`config.mk`:
```
export PLATFORM = sky130hd
export DESIGN_NAME = splpp_top
export DESIGN_NICKNAME = d
export VERILOG_FILES = /design/src/rtl/splpp_pkg.sv /design/src/rtl/splpp_sync.sv /design/src/rtl/splpp_top.sv
export SDC_FILE = /design/constraint.sdc
export NUM_CORES = 1
export LEC_CHECK = 0
export BUFFER_PORTS_ARGS = -buffer_cell sky130_fd_sc_hd__clkbuf_2
export CAP_MARGIN = 5
export CORE_MARGIN = 2
export CORE_UTILIZATION = 40
export CTS_CLUSTER_SIZE = 20
export DETAILED_ROUTE_END_ITERATION = 10
export MAX_ROUTING_LAYER = met4
export PLACE_DENSITY_LB_ADDON = 0.2
export SLEW_MARGIN = 15
export SYNTH_ARGS = -nofsm -noshare
export SYNTH_HDL_FRONTEND = slang
export SYNTH_HIERARCHICAL = 1
export SYNTH_SLANG_ARGS = --single-unit
```
`constraint.sdc`:
```
create_clock -name clk_in -period 2.5 [get_ports clk_in]
set_clock_uncertainty 0.05 [all_clocks]
set_input_delay 0.125 -clock clk_in [delete_from_list [all_inputs] [get_ports clk_in]]
set_output_delay 0.125 -clock clk_in [all_outputs]
set_load 0.005 [all_outputs]
```
`src/rtl/splpp_pkg.sv`:
```
// constants shared by the strap latch and port power pin logic
package splpp_pkg;
  localparam int unsigned SPLPP_PORTS = 2;
  localparam int unsigned SPLPP_SYNC_STAGES = 3;
  // time the power switch is allowed to settle before overcurrent is believed
  localparam int unsigned SPLPP_OC_BLANK_NS = 100;
  localparam int unsigned SPLPP_CLK_NS = 10;
  localparam int unsigned SPLPP_OC_BLANK_CYC =
    (SPLPP_OC_BLANK_NS + SPLPP_CLK_NS - 1) / SPLPP_CLK_NS;
  // strap layout inside the captured word
  localparam int unsigned SPLPP_STRAP_W = 4;
  localparam int unsigned SPLPP_ST_FIXED_LSB = 0;
  localparam int unsigned SPLPP_ST_FIXED_W = 2;
  localparam int unsigned SPLPP_ST_CHARGE = 2;
  localparam int unsigned SPLPP_ST_MGMT = 3;
  localparam logic [3:0] SPLPP_STRAP_RST = 4'h0;
  // interrupt status / mask bit positions
  localparam int unsigned SPLPP_EV_OC1 = 0;
  localparam int unsigned SPLPP_EV_OC2 = 1;
  localparam int unsigned SPLPP_EV_VBUS = 2;
  localparam int unsigned SPLPP_EV_W = 3;
  // register offsets
  localparam logic [3:0] SPLPP_REG_CTRL = 4'h0;
  localparam logic [3:0] SPLPP_REG_STAT = 4'h1;
  localparam logic [3:0] SPLPP_REG_IRQ = 4'h2;
  localparam logic [3:0] SPLPP_REG_MASK = 4'h3;
  localparam logic [3:0] SPLPP_REG_STRAP = 4'h4;
  localparam logic [3:0] SPLPP_REG_ROM = 4'h5;
  localparam logic [7:0] SPLPP_CTRL_RST = 8'h00;
  localparam logic [2:0] SPLPP_MASK_RST = 3'h0;
  typedef enum logic [1:0] {SPLPP_LINK_IDLE, SPLPP_LINK_DROP, SPLPP_LINK_UP} splpp_link_t;
endpackage

```
`src/rtl/splpp_sync.sv`:
```
// three stage synchroniser for one pin level
`timescale 1ns/1ns
module splpp_sync
  import splpp_pkg::*;
#(
  parameter logic RESET_VAL = 1'b0
) (
  input wire logic clk_in, // system clock
  input wire logic reset_in, // synchronous reset
  input wire logic pin_in, // raw pin level
  output logic level_out // filtered level
);
  logic [2:0] sync_q;

  // shift the pin through three flops
  always_ff @(posedge clk_in) begin
    if (reset_in) begin
      sync_q <= {3{RESET_VAL}};
    end else begin
      sync_q <= {sync_q[1:0], pin_in};
    end
  end

  // change only once stages two and three agree; stage one is never looked at
  always_ff @(posedge clk_in) begin
    if (reset_in) begin
      level_out <= RESET_VAL;
    end else if (sync_q[1] == sync_q[2]) begin
      level_out <= sync_q[2];
    end
  end
endmodule // splpp_sync

```
`src/rtl/splpp_top.sv`:
```
// strap latch, port power pins, upstream sense and shared serial pin mux
//
// Chosen here: the plain strobed port and the register offsets.
`timescale 1ns/1ns
module splpp_top
  import splpp_pkg::*;
(
  input wire logic clk_in, // 100 MHz reference clock
  input wire logic reset_in, // power-on reset, active high
  input wire logic ext_reset_n_in, // external chip reset pin, low active
  input wire logic [1:0] fixed_port_count_strap_in, // fixed port strap pins
  input wire logic charge_enable_strap_in, // charge strap pin
  input wire logic mgmt_mode_strap_in, // shared pins: 1 management slave, 0 rom
  input wire logic upstream_power_sense_in, // upstream bus power pin
  input wire logic port_one_power_ctl_in, // port 1 pin level
  output logic port_one_power_ctl_out, // port 1 pin drive value
  output logic port_one_power_ctl_oe_n_out, // port 1 drive enable, low drives
  input wire logic port_two_power_ctl_in, // port 2 pin level
  output logic port_two_power_ctl_out, // port 2 pin drive value
  output logic port_two_power_ctl_oe_n_out, // port 2 drive enable, low drives
  output logic rom_select_n_out, // rom chip select, low active
  input wire logic mgmt_bus_clock_in, // shared clock pin level
  output logic mgmt_bus_clock_out, // shared clock pin value
  output logic mgmt_bus_clock_oe_n_out, // shared clock enable, low drives
  input wire logic mgmt_bus_data_in, // shared data pin level
  output logic mgmt_bus_data_out, // shared data pin value
  output logic mgmt_bus_data_oe_n_out, // shared data enable, low drives
  input wire logic rom_serial_in, // rom data in pin
  input wire logic [3:0] addr_in, // register address
  input wire logic [7:0] wdata_in, // register write data
  input wire logic wr_in, // write strobe
  input wire logic rd_in, // read strobe
  output logic [7:0] rdata_out, // read data, cycle after rd_in
  output logic [1:0] fixed_port_count_out, // ports reported non-removable
  output logic charge_enable_out, // battery charging enabled
  output logic mgmt_mode_out, // shared pins in management mode
  output logic upstream_power_out, // upstream bus power present
  output logic link_attach_out, // upstream link may connect
  output logic [1:0] overcurrent_out, // live overcurrent per port
  output logic mgmt_scl_out, // sampled management clock
  output logic mgmt_sda_out, // sampled management data
  output logic rom_miso_out, // sampled rom data
  output logic irq_out // level interrupt
);
  logic ext_rst_n_s, vbus_s, p1_s, p2_s, scl_s, sda_s, miso_s;
  logic ext_rst_n_q, por_cap_q;
  logic [3:0] strap_q;
  logic [7:0] ctrl_q;
  logic [2:0] irq_q, mask_q;
  logic [2:0] rom_q;
  logic [7:0] rdata_q;
  logic vbus_q;
  logic [1:0] oc_q, oc_prev_q;
  logic [7:0] blank1_q, blank2_q;
  logic [2:0] ev;
  logic capture;
  splpp_link_t link_q;

  // ***************************************
  // pin synchronisers
  // ***************************************
  splpp_sync #(.RESET_VAL(1'b1)) u_rst (.clk_in(clk_in), .reset_in(reset_in),
    .pin_in(ext_reset_n_in), .level_out(ext_rst_n_s));
  splpp_sync #(.RESET_VAL(1'b0)) u_vbus (.clk_in(clk_in), .reset_in(reset_in),
    .pin_in(upstream_power_sense_in), .level_out(vbus_s));
  splpp_sync #(.RESET_VAL(1'b0)) u_p1 (.clk_in(clk_in), .reset_in(reset_in),
    .pin_in(port_one_power_ctl_in), .level_out(p1_s));
  splpp_sync #(.RESET_VAL(1'b0)) u_p2 (.clk_in(clk_in), .reset_in(reset_in),
    .pin_in(port_two_power_ctl_in), .level_out(p2_s));
  splpp_sync #(.RESET_VAL(1'b1)) u_scl (.clk_in(clk_in), .reset_in(reset_in),
    .pin_in(mgmt_bus_clock_in), .level_out(scl_s));
  splpp_sync #(.RESET_VAL(1'b1)) u_sda (.clk_in(clk_in), .reset_in(reset_in),
    .pin_in(mgmt_bus_data_in), .level_out(sda_s));
  splpp_sync #(.RESET_VAL(1'b0)) u_miso (.clk_in(clk_in), .reset_in(reset_in),
    .pin_in(rom_serial_in), .level_out(miso_s));

  // ***************************************
  // strap capture
  // ***************************************
  // power-on capture is taken the first cycle after reset releases, since a
  // synchronous reset may not load a pin level
  always_ff @(posedge clk_in) begin
    if (reset_in) begin
      ext_rst_n_q <= 1'b1;
      por_cap_q <= 1'b1;
    end else begin
      ext_rst_n_q <= ext_rst_n_s;
      por_cap_q <= 1'b0;
    end
  end

  // the reset pin is low active, so its release is the rising edge
  assign capture = por_cap_q || (ext_rst_n_s && !ext_rst_n_q);

  // straps only move on a capture event, never from later pin activity
  always_ff @(posedge clk_in) begin
    if (reset_in) begin
      strap_q <= SPLPP_STRAP_RST;
    end else if (capture) begin
      strap_q <= {mgmt_mode_strap_in, charge_enable_strap_in, fixed_port_count_strap_in};
    end
  end

  assign fixed_port_count_out = strap_q[SPLPP_ST_FIXED_LSB +: SPLPP_ST_FIXED_W];
  assign charge_enable_out = strap_q[SPLPP_ST_CHARGE];
  assign mgmt_mode_out = strap_q[SPLPP_ST_MGMT];

  // ***************************************
  // register port
  // ***************************************
  // ctrl: bit0/1 port power request, bit2 soft detach
  always_ff @(posedge clk_in) begin
    if (reset_in) begin
      ctrl_q <= SPLPP_CTRL_RST;
      mask_q <= SPLPP_MASK_RST;
      rom_q <= 3'h0;
    end else if (wr_in) begin
      case (addr_in)
        SPLPP_REG_CTRL: ctrl_q <= wdata_in;
        SPLPP_REG_MASK: mask_q <= wdata_in[2:0];
        SPLPP_REG_ROM: rom_q <= wdata_in[2:0];
        default: ;
      endcase
    end
  end

  // read data stands one cycle only
  always_ff @(posedge clk_in) begin
    if (reset_in) begin
      rdata_q <= 8'h00;
    end else if (rd_in) begin
      case (addr_in)
        SPLPP_REG_CTRL: rdata_q <= ctrl_q;
        SPLPP_REG_STAT: rdata_q <= {3'h0, link_q == SPLPP_LINK_UP, vbus_q, miso_s, oc_q};
        SPLPP_REG_IRQ: rdata_q <= {5'h00, irq_q};
        SPLPP_REG_MASK: rdata_q <= {5'h00, mask_q};
        SPLPP_REG_STRAP: rdata_q <= {4'h0, strap_q};
        SPLPP_REG_ROM: rdata_q <= {5'h00, rom_q};
        default: rdata_q <= 8'h00;
      endcase
    end else begin
      rdata_q <= 8'h00;
    end
  end
  assign rdata_out = rdata_q;

  // ***************************************
  // port power and overcurrent
  // ***************************************
  // pin drives only while powered; released it reads the monitor's flag
  assign port_one_power_ctl_out = 1'b1;
  assign port_two_power_ctl_out = 1'b1;
  assign port_one_power_ctl_oe_n_out = !ctrl_q[0];
  assign port_two_power_ctl_oe_n_out = !ctrl_q[1];

  // blanking hides our own drive and the switch settling from the sense
  always_ff @(posedge clk_in) begin
    if (reset_in) begin
      blank1_q <= 8'h00;
      blank2_q <= 8'h00;
    end else begin
      blank1_q <= ctrl_q[0] ? 8'(SPLPP_OC_BLANK_CYC) : (blank1_q != 8'h00 ? blank1_q - 8'h01 : 8'h00);
      blank2_q <= ctrl_q[1] ? 8'(SPLPP_OC_BLANK_CYC) : (blank2_q != 8'h00 ? blank2_q - 8'h01 : 8'h00);
    end
  end

  // released pin high means the monitor reports overcurrent
  always_ff @(posedge clk_in) begin
    if (reset_in) begin
      oc_q <= 2'b00;
      oc_prev_q <= 2'b00;
    end else begin
      oc_q[0] <= !ctrl_q[0] && blank1_q == 8'h00 && p1_s;
      oc_q[1] <= !ctrl_q[1] && blank2_q == 8'h00 && p2_s;
      oc_prev_q <= oc_q;
    end
  end
  assign overcurrent_out = oc_q;

  // ***************************************
  // upstream power and link renegotiation
  // ***************************************
  always_ff @(posedge clk_in) begin
    if (reset_in) begin
      vbus_q <= 1'b0;
    end else begin
      vbus_q <= vbus_s;
    end
  end
  assign upstream_power_out = vbus_q;

  // a drop of upstream power detaches and reattaches only the link; straps
  // and port power stay untouched
  always_ff @(posedge clk_in) begin
    if (reset_in) begin
      link_q <= SPLPP_LINK_IDLE;
    end else begin
      case (link_q)
        SPLPP_LINK_IDLE: if (vbus_q && !ctrl_q[2]) link_q <= SPLPP_LINK_UP;
        SPLPP_LINK_UP: if (!vbus_q || ctrl_q[2]) link_q <= SPLPP_LINK_DROP;
        SPLPP_LINK_DROP: link_q <= SPLPP_LINK_IDLE;
        default: link_q <= SPLPP_LINK_IDLE;
      endcase
    end
  end
  assign link_attach_out = link_q == SPLPP_LINK_UP;

  // ***************************************
  // shared serial pins
  // ***************************************
  // rom_q: bit0 select, bit1 clock, bit2 data out
  assign rom_select_n_out = mgmt_mode_out ? 1'b1 : !rom_q[0];
  assign mgmt_bus_clock_out = mgmt_mode_out ? 1'b0 : rom_q[1];
  assign mgmt_bus_clock_oe_n_out = mgmt_mode_out ? 1'b1 : 1'b0;
  assign mgmt_bus_data_out = mgmt_mode_out ? 1'b0 : rom_q[2];
  assign mgmt_bus_data_oe_n_out = mgmt_mode_out ? 1'b1 : 1'b0;
  assign mgmt_scl_out = mgmt_mode_out && scl_s;
  assign mgmt_sda_out = mgmt_mode_out && sda_s;
  assign rom_miso_out = !mgmt_mode_out && miso_s;

  // ***************************************
  // interrupts
  // ***************************************
  assign ev = {vbus_q != vbus_s, oc_q & ~oc_prev_q};

  // set wins over a write-one clear in the same cycle
  always_ff @(posedge clk_in) begin
    if (reset_in) begin
      irq_q <= 3'h0;
    end else begin
      irq_q <= (irq_q & ~((wr_in && addr_in == SPLPP_REG_IRQ) ? wdata_in[2:0] : 3'h0)) | ev;
    end
  end
  assign irq_out = |(irq_q & mask_q);

  // ***************************************
  // checks
  // ***************************************
  property p_strap_hold;
    @(posedge clk_in) disable iff (reset_in)
    !capture |=> $stable(strap_q);
  endproperty
  a_strap_hold: assert property (p_strap_hold) else $error("strap moved");

  property p_strap_cap;
    @(posedge clk_in) disable iff (reset_in)
    capture |=> strap_q[SPLPP_ST_CHARGE] == $past(charge_enable_strap_in);
  endproperty
  a_strap_cap: assert property (p_strap_cap) else $error("strap not captured");

  property p_drive;
    @(posedge clk_in) disable iff (reset_in)
    ctrl_q[0] |-> !port_one_power_ctl_oe_n_out && port_one_power_ctl_out;
  endproperty
  a_drive: assert property (p_drive) else $error("port 1 not powered");

  property p_oc;
    @(posedge clk_in) disable iff (reset_in)
    ctrl_q[1] |=> !overcurrent_out[1];
  endproperty
  a_oc: assert property (p_oc) else $error("overcurrent while driving");

  property p_vbus;
    @(posedge clk_in) disable iff (reset_in)
    !vbus_q [*2] |-> link_q != SPLPP_LINK_UP;
  endproperty
  a_vbus: assert property (p_vbus) else $error("link up without power");

  property p_reneg;
    @(posedge clk_in) disable iff (reset_in)
    (link_q == SPLPP_LINK_UP && !vbus_q) |=> link_q == SPLPP_LINK_DROP ##1 $stable(strap_q);
  endproperty
  a_reneg: assert property (p_reneg) else $error("no renegotiation");

  property p_rom;
    @(posedge clk_in) disable iff (reset_in)
    !mgmt_mode_out |-> rom_select_n_out == !rom_q[0] && !mgmt_bus_clock_oe_n_out;
  endproperty
  a_rom: assert property (p_rom) else $error("rom pins wrong");

  property p_mgmt;
    @(posedge clk_in) disable iff (reset_in)
    mgmt_mode_out |-> rom_select_n_out && mgmt_bus_data_oe_n_out && !mgmt_bus_clock_out;
  endproperty
  a_mgmt: assert property (p_mgmt) else $error("management pins wrong");

  property p_fixed;
    @(posedge clk_in) disable iff (reset_in)
    capture |=> fixed_port_count_out == $past(fixed_port_count_strap_in);
  endproperty
  a_fixed: assert property (p_fixed) else $error("fixed count wrong");
endmodule // splpp_top

```
Yosys cells after proc, flatten, opt, wreduce, memory -nomap -nowiden
Index checks and enable logic that the tools add are counted.

cells by class
  equal/unequal tests = 16
  bitwise logic cells = 9
  multiplexer cells = 14
  $add $sub $neg = 2
  reductions and logical operators = 33

operator list
  kind                                                  number
  case mux 8 bit (6 select lines)                       1
  logical NOT 8 bit                                     2
  two-way mux 4 bit                                     4
  nonzero test 8 bit                                    2
  subtractor 8 x 1 -> 8 bit (second input constant)     2
  logical AND 1 bit                                     10
  OR reduction 3 bit                                    3
  equality test 4 x 2 -> 1 bit (second input constant)  2
  equality test 4 x 3 -> 1 bit (second input constant)  2
  AND reduction 2 bit                                   4
  equality test 1 bit                                   7
  logical NOT 1 bit                                     7
  AND 3 bit                                             2
  two-way mux 1 bit                                     5
  equality test 4 x 1 -> 1 bit (second input constant)  1
  logical NOT 4 bit                                     1
  two-way mux 2 bit                                     2
  case mux 2 bit (2 select lines)                       1
  two-way mux 3 bit                                     1
  inverter 1 bit                                        3
  inverter 3 bit                                        1
  OR 3 bit                                              1
  AND 2 bit                                             1
  equality test 2 bit (second input constant)           1
  other kinds (7)                                       8

storage, ports and cells
  input bits = 27
  register bits after elaboration = 82
  word-level logic and storage cells = 104
  output and inout bits = 29

Depth between registers and ports, before layout
Gate-level depths: netlist of the first run.

  depth after elaboration = 6
  depth in mapped cells = 5
  depth with buffers taken out = 5

Modules after synthesis
The synthesis of the first run kept the hierarchy.

modules (own cells, without submodules)
  module                    area each (µm²)  times used  sequential area each (µm²)  cells each
  splpp_top                 2418.6           1           1081.0                      264
  splpp_sync at u_miso ...  112.6            4           80.1                        10
  splpp_sync at u_rst ...   115.1            3           80.1                        10

Least setup slack after synthesis of the first run
Ideal clock, no wire load.

  kind = reg-to-reg
  from = reg blank2_q[0]
  to = reg blank2_q[6]
  data required time = 2374 ps
  stages on the path, launching flop included = 6
  path buffers = 0
  period minus slack after synthesis = 1621 ps
  data arrival time = 1496 ps
  setup time = 76 ps
  setup slack = 879 ps
  cell sequence = dfxtp_1 > inv_1 > ha_1 > or4b_1 > or4_1 > a21boi_0

on the way
  longest elaborated chain between the ends = 3
  elaborated cells on any way between the ends = 4
  classes of those cells = add/sub (1); bitwise (1); reduce/logical (2)

RTL lines
  item                                                                               line              source
  start, declared                                                                    splpp_top.sv:54   logic [7:0] blank1_q, blank2_q;
  start signal, assigned                                                             splpp_top.sv:163  blank2_q <= ctrl_q[1] ? 8'(SPLPP_OC_BLANK_CYC) : (blank2_q != 8'h00 ? blank2_q - 8'h01 : 8'h00);
  parallel branches: the longest is 3 deep, another holds subtractor 8 x 1 -> 8 bit  n/a

Several ways; the timed one is not identified.
A chain may end at the register's enable or synchronous reset.

Worst setup path after layout of the first run
  from = reg blank2_q[0]
  to = reg blank2_q[4]

The elaborated chain is that of the path after synthesis.

==> results of run 1 <==
==> placed cells by master (no fill, tap or decap), drive strengths merged, types with 2 or more instances in the layout <==
| cell | synthesis | final |
|---|---|---|
| a21boi | 3 | 3 |
| a21oi | 33 | 33 |
| a22oi | 3 | 3 |
| a2bb2oi | 2 | 2 |
| and2 | 5 | 5 |
| buf | 6 | 3 |
| bufinv | 0 | 2 |
| clkbuf | 9 | 62 |
| clkinvlp | 0 | 2 |
| conb | 1 | 2 |
| dfxtp | 82 | 82 |
| dlygate4sd3 | 0 | 16 |
| ha | 4 | 4 |
| inv | 13 | 15 |
| mux2 | 9 | 9 |
| mux2i | 5 | 5 |
| nand2 | 6 | 6 |
| nand2b | 12 | 12 |
| nand3 | 12 | 12 |
| nand4 | 3 | 3 |
| nor2 | 14 | 14 |
| nor2b | 21 | 21 |
| nor3 | 2 | 2 |
| nor3b | 4 | 4 |
| nor4 | 3 | 3 |
| o21ai | 29 | 29 |
| o21bai | 6 | 6 |
| o22ai | 2 | 2 |
| or2 | 10 | 10 |
| or3 | 3 | 3 |
| or3b | 7 | 7 |
| or4 | 8 | 8 |
| or4b | 2 | 2 |
| xnor2 | 2 | 2 |
| xor2 | 2 | 2 |
==> synth_stat cells (all sizes together), types with 3 or more instances <==
library cell   n
nor2b         21
nand2b        12
nor3b          4
nand3         12
mux2           9
nor4           3
o21bai         6
a21boi         3
buf            6
or2           10
ha             4
a22oi          3
clkbuf         9
or3            3
and2           5
nand4          3
a21oi         33
mux2i          5
nor2          14
o21ai         29
or3b           7
nand2          6
dfxtp         82
or4            8
inv           13
==> flip-flops by register name, summed over array words and instances (netlist names), 4 cells and up <==
signal     count
blank1_q       8
blank2_q       8
ctrl_q         8
rdata_out      8
strap_q        4
==> worst min-delay path, cell delays in order <==
cell and delay, ns:
clkbuf_2 0.12, nand3_1 0.07, a21oi_1 0.06
==> report_power, final <==
part / internal, W / switching [W] / total, W / leakage, nW
combinational: 0.000318 / 0.000320 / 0.000638 / 0.786
clock: 0.000571 / 0.000497 / 0.00107 / 0.106
sequential: 0.00142 / 0.000101 / 0.00152 / 0.669
==> metrics by stage <==
| step | hold WS (ns) | area, um2 | total power [W] | utilization | cells |
|---|---|---|---|---|---|
| after floorplan | 0.103 | 3220 | 0.00201 | - | 335 |
| after global placement | 0.252 | 3560 | 0.00215 | 0.458 | 478 |
| after detailed placement | 0.253 | 3560 | 0.00216 | 0.458 | 478 |
| after CTS | 0.00988 | 3950 | 0.00325 | 0.508 | 510 |
| after global routing | 0.0151 | 3950 | 0.00343 | 0.508 | 510 |
| final | 0.0281 | 3950 | 0.00322 | 0.508 | 510 |
==> worst paths after layout <==
kind / from / endpoint / slack [ns] / depth (start not counted)
setup reg to reg: blank2_q[0]$_SDFF_PP0_ / blank2_q[4]$_SDFF_PP0_ / 0.77 / 5
hold / removal: wdata_in[2] / ctrl_q[2]$_SDFFE_PP0P_ / 0.03 / 3
hold reg to reg: u_rst/sync_q[0]$_SDFF_PP1_ / u_rst/sync_q[1]$_SDFF_PP1_ / 0.36 / 1
setup / recovery: blank2_q[0]$_SDFF_PP0_ / blank2_q[4]$_SDFF_PP0_ / 0.77 / 5
==> kinds of logic (layout without fill, tap and decap cells) <==
| group | after synthesis | after routing | synth area share |
|---|---|---|---|
| xor+xnor | 4 | 4 | 0.0109 |
| compound gates | 86 | 86 | 0.155 |
| mux | 14 | 14 | 0.0471 |
| other cells | 1 | 2 | 0.00117 |
| flops | 82 | 82 | 0.511 |
| fa+ha+maj | 4 | 4 | 0.0156 |
| buf+inv | 28 | 101 | 0.0381 |
| simple gates | 115 | 115 | 0.221 |
==> final cells by class <==
| type | count | area (um2) | area share |
|---|---|---|---|
| clock buffers | 9 | 124 | 0.0314 |
| clock inverters | 7 | 101 | 0.0257 |
| inverters | 13 | 48.8 | 0.0124 |
| multi-input cells | 225 | 1450 | 0.369 |
| flip-flops and latches | 82 | 1640 | 0.416 |
| well taps | 102 | 128 | 0.0324 |
| repair buffers | 72 | 448 | 0.114 |
==> layer usage <==
metal | routed length, um | vias to the layer above
met5 | 0 | -
met4 | 112 | 0
li1 | - | 1313
met3 | 324 | 10
met2 | 2970 | 58
met1 | 3160 | 1191
==> flow_metrics.py, run 1 <==
metrics = {
    "status": {
        "status": "complete, no violations",
    },
    "synthesis": {
        "synth_edf_count": 0,
        "ys_ff_latch": 82,
        "synth_top_area_cell": "dfxtp_1",
        "postSynthCellCount": 334,
        "yosysSeqAreaShare": 0.511,
        "yosysWarnings": 6,
        "syn_avg_cell_area_um2": 9.62,
        "synth_flop_cell": "dfxtp_1",
        "synthArstFlopShare": 0,
        "synth.distinct_cells": 50,
        "synth_top_area_frac": 0.511,
        "syn_area_um2": 3210,
        "synth_area_leaders": "dfxtp_1 51%, a21oi_1 5.1%, nor2b_1 4.1%, o21ai_0 3.9%, mux2_2 3.2%",
    },
    "global_routing": {
        "grt_use_total": 0.167,
        "grt_max_degree": 26,
        "grt_util_met2": 0.257,
        "met1_usage": 0.208,
        "busiest_layer": "met2",
        "gr-total-overflow": 0,
        "grtUsageMet3": 0.0363,
        "grt_pass1_vias": 2421,
        "grt_pass1_wl_mm": 11.1,
        "antenna_found_initial": 0,
    },
    "critical_path": {
        "cp.arrival_ns": 1.90,
        "path_delay_family": "compound AO/OA/AOI/OAI gates",
        "cp-end-kind": "flop",
        "critical_path_required_ns": 2.67,
        "critPathLaunchType": "flop",
        "path_cells": "inv_1 -> ha_1 -> or3b_2 -> o21ai_0 -> a21oi_1",
        "cpPeakStageDelay_ns": 0.49,
        "critPathKind": "reg -> reg",
        "path_buf_inv": 1,
        "slowest_stage": "or3b_2",
        "path_max_fanout": 4,
    },
    "clock_network": {
        "cts_hold_buf": 16,
        "cts_tree": "yes",
        "cts_max_path_buffers": 2,
        "numCtsBuffers": 9,
        "htreeDepth": 3,
        "postCtsSetupBuffers": 0,
        "path_clk_slew_ns": 0.09,
        "post_cts_resize_count": 0,
        "cts_root_buf": "clkbuf_8",
        "clock_sinks": 82,
        "clk_latency_ns": 0.35,
    },
    "floorplan": {
        "io_pins": 56,
        "dieArea_um2": 8770,
        "rows": 32,
        "start_util": 0.414,
        "dieWidth_um": 93.6,
        "core_area_um2": 7770,
        "die_h_um": 93.6,
    },
    "cells_and_area": {
        "nNetsFinal": 434,
        "fillers": 740,
        "synthToLayoutAreaGrowth_pct": 22.7,
        "diodes": 0,
        "drive_gt1_frac": 0.223,
    },
    "timing": {
        "slew_viol_final": 0,
        "hold_viol": 0,
        "final.period_utilization": 0.691,
        "worstMarginPinSlew_ns": 0.719,
        "relSlewSlack": 0.519,
        "period_needed_ns": 1.73,
        "fin_setup_tns_ns": 0,
        "setup_viol": 0,
        "layout_setup_ws_ns": 0.772,
        "fmax_mhz": 579,
        "grt_setup_unrepaired": "false",
    },
    "flow_run": {
        "maxCapViolations": 0,
    },
    "detailed_routing": {
        "first_pass_iters": 4,
        "post_drt_wl_per_cell_um": 12.9,
        "drtAntennaViolNets": 0,
        "wl_mm": 6.57,
        "vias_per_cell": 5.04,
        "route.vias.total": 2572,
        "drtIter0Drc": 102,
        "drc": 0,
    },
    "power": {
        "irDropWorstVdd_uv": 310,
        "power_density_nw_per_um2": 817,
        "p_leak_nw": 1.56,
    },
    "placement": {
        "port_buffers": 53,
        "dp_hpwl_mm": 4.62,
        "gp_congestion": 0.767,
        "place_ws_ns": 0.768,
    },
    "worst_hold_path": {
        "min_path_type": "in -> reg",
    },
}
Power figures use the tool's default switching activity.
==> inputs of run 2 (changes only) <==
==> constraint.sdc (replaced) <==
create_clock -name clk_in -period 1.7 [get_ports clk_in]
set_clock_uncertainty 0.05 [all_clocks]
set_input_delay 0.085 -clock clk_in [delete_from_list [all_inputs] [get_ports clk_in]]
set_output_delay 0.085 -clock clk_in [all_outputs]
set_load 0.005 [all_outputs]
==> run 2 against run 1 <==
Against the previous run: die area stayed put; clock power grew 51%; combinational power up 76%; critical endpoint is now blank2_q[6]$_SDFF_PP0_.
==> flow_metrics.py, run 2 (synthesis gave the netlist of run 1 again) <==
metrics = {
    "timing": {
        "period_needed_ns": 1.67,
        "final.period_utilization": 0.981,
        "layout_setup_ws_ns": 0.0330,
        "setup_viol": 0,
        "fmax_mhz": 600,
        "slew_viol_final": 0,
        "grt_setup_unrepaired": "true",
        "hold_viol": 0,
    },
    "cells_and_area": {
        "synthToLayoutAreaGrowth_pct": 28.2,
        "nNetsFinal": 450,
        "fillers": 729,
        "diodes": 0,
        "multiInputGateArea_um2": 1480,
        "drive_gt1_frac": 0.276,
        "post-route-util": 0.531,
        "fin_area_um2": 4120,
        "most-common-layout-cells": "77 x dfxtp_1, 53 x clkbuf_2, 33 x a21oi_1",
        "final_common_cell": "dfxtp_1",
        "register_area_um2": 1650,
    },
    "critical_path": {
        "critPathKind": "reg -> reg",
        "cp-end-kind": "flop",
        "r2r-start": "blank2_q[1]$_SDFF_PP0_",
        "slowest_stage": "or4b_4",
        "path_max_fanout": 3,
        "critPathLaunchType": "flop",
        "cpPeakStageDelay_ns": 0.46,
        "critical_path_required_ns": 1.94,
        "r2r_cells": 5,
        "cp.arrival_ns": 1.90,
        "rrSetupSlack_ns": 0.03,
        "r2r-end": "blank2_q[6]$_SDFF_PP0_",
        "path_cells": "inv_2 -> ha_4 -> or4b_4 -> or4_4 -> a21boi_1",
    },
    "power": {
        "clkPwrFrac": 0.325,
        "swShare": 0.269,
        "power_frac_seq": 0.449,
        "power_density_nw_per_um2": 1210,
        "p_comb_frac": 0.225,
        "p_leak_nw": 1.66,
        "p_switching_w": 0.00134,
        "irDropWorstVdd_uv": 556,
        "internal_power_w": 0.00364,
    },
    "floorplan": {
        "dieWidth_um": 93.6,
        "io_pins": 56,
        "start_util": 0.414,
        "die_h_um": 93.6,
        "rows": 32,
        "dieArea_um2": 8770,
        "core_area_um2": 7770,
    },
    "global_routing": {
        "grt_use_total": 0.177,
        "antenna_found_initial": 0,
        "busiest_layer": "met2",
        "grt_pass1_vias": 2497,
        "met1_usage": 0.225,
        "grtUsageMet3": 0.0492,
        "grt_max_degree": 20,
        "grt_pass1_wl_mm": 11.6,
        "gr-total-overflow": 0,
        "grt_util_met2": 0.266,
    },
    "worst_hold_path": {
        "hp-start": "reset_in",
        "min_path_type": "in -> reg",
        "min_path_cells": 2,
        "min_to": "blank1_q[3]$_SDFF_PP0_",
    },
    "clock_network": {
        "cts_tree": "yes",
        "path_clk_slew_ns": 0.08,
        "numCtsBuffers": 9,
        "cts_max_path_buffers": 2,
        "cts_root_buf": "clkbuf_8",
        "htreeDepth": 3,
        "clock_sinks": 82,
        "clk_latency_ns": 0.35,
    },
    "detailed_routing": {
        "first_pass_iters": 4,
        "wl_mm": 6.93,
        "vias_per_cell": 4.99,
        "post_drt_wl_per_cell_um": 13.2,
        "drtIter0Drc": 92,
        "route.vias.total": 2623,
        "drc": 0,
        "drtAntennaViolNets": 0,
    },
    "placement": {
        "place_ws_ns": 0.00207,
        "dpl_cell_area_um2": 3650,
        "port_buffers": 53,
        "dp_hpwl_mm": 4.78,
        "gp_congestion": 0.807,
    },
    "status": {
        "status": "complete, no violations",
    },
    "flow_run": {
        "maxCapViolations": 0,
    },
}
run 2: cell type report:
| type | instances | share of cell area |
|---|---|---|
| sequential | 82 | 0.400 |
| clock inverter | 4 | 0.0176 |
| inverter | 13 | 0.0118 |
| tap | 102 | 0.0310 |
| multi-input combinational | 225 | 0.360 |
| clock buffer | 12 | 0.0401 |
| timing repair buffer | 88 | 0.140 |
run 2: power by group through the flow:
stage / registers [W] / clock network, W / logic, W
after floorplan: 0.00223 / 0 / 0.000718
after global placement: 0.00225 / 0 / 0.000952
after detailed placement: 0.00226 / 0 / 0.000970
after CTS: 0.00222 / 0.00167 / 0.00102
after global routing: 0.00227 / 0.00175 / 0.00127
final: 0.00224 / 0.00162 / 0.00112
run 2: what timing repair did:
action / in CTS / in global routing
setup buffers: 0 / 1
endpoints found under the hold margin: 25 / 0
hold buffers: 19 / 0
gates resized for setup: 3 / 12
pin swaps: 0 / 4
cloned: 0 / 0
setup endpoints to repair: 1 / 5
run 2: worst max path at each step:
stage,slack (ns),startpoint,to,cells past startpoint
global placement,0.04,blank2_q[0]$_SDFF_PP0_,blank2_q[6]$_SDFF_PP0_,5
CTS,0.01,blank2_q[0]$_SDFF_PP0_,blank2_q[6]$_SDFF_PP0_,5
floorplan,0.08,blank2_q[0]$_SDFF_PP0_,blank2_q[6]$_SDFF_PP0_,5
global route,-0.03,blank2_q[1]$_SDFF_PP0_,blank2_q[6]$_SDFF_PP0_,5
finish,0.03,blank2_q[1]$_SDFF_PP0_,blank2_q[6]$_SDFF_PP0_,5
detailed placement,0.002,blank2_q[0]$_SDFF_PP0_,blank2_q[6]$_SDFF_PP0_,5
run 2: routing by layer:
layer	up-vias	share of wire
met3	5	0.044
li1	1343	-
met2	49	0.47
met1	1226	0.47
met4	0	0.0087
met5	-	0
run 2: worst max-delay path, delay by kind of cell (launching register included):
family                     cells  cell delay, ns
DFF                            1            0.33
and+or+nand+nor                2            0.88
buffers and inverters          1            0.08
adders and majority gates      1            0.13
AOI/OAI and AO/OA              1            0.14
run 2: through the flow:
stage	TNS (ns)	std cells	hold slack (ns)	total power [W]
after floorplan	0	335	0.0627	0.00295
after detailed placement	0	490	0.215	0.00323
after CTS	0	525	0.0487	0.00491
after global placement	0	490	0.211	0.00321
final	0	526	0.0463	0.00498
after global routing	-0.0566	526	0.0424	0.00530
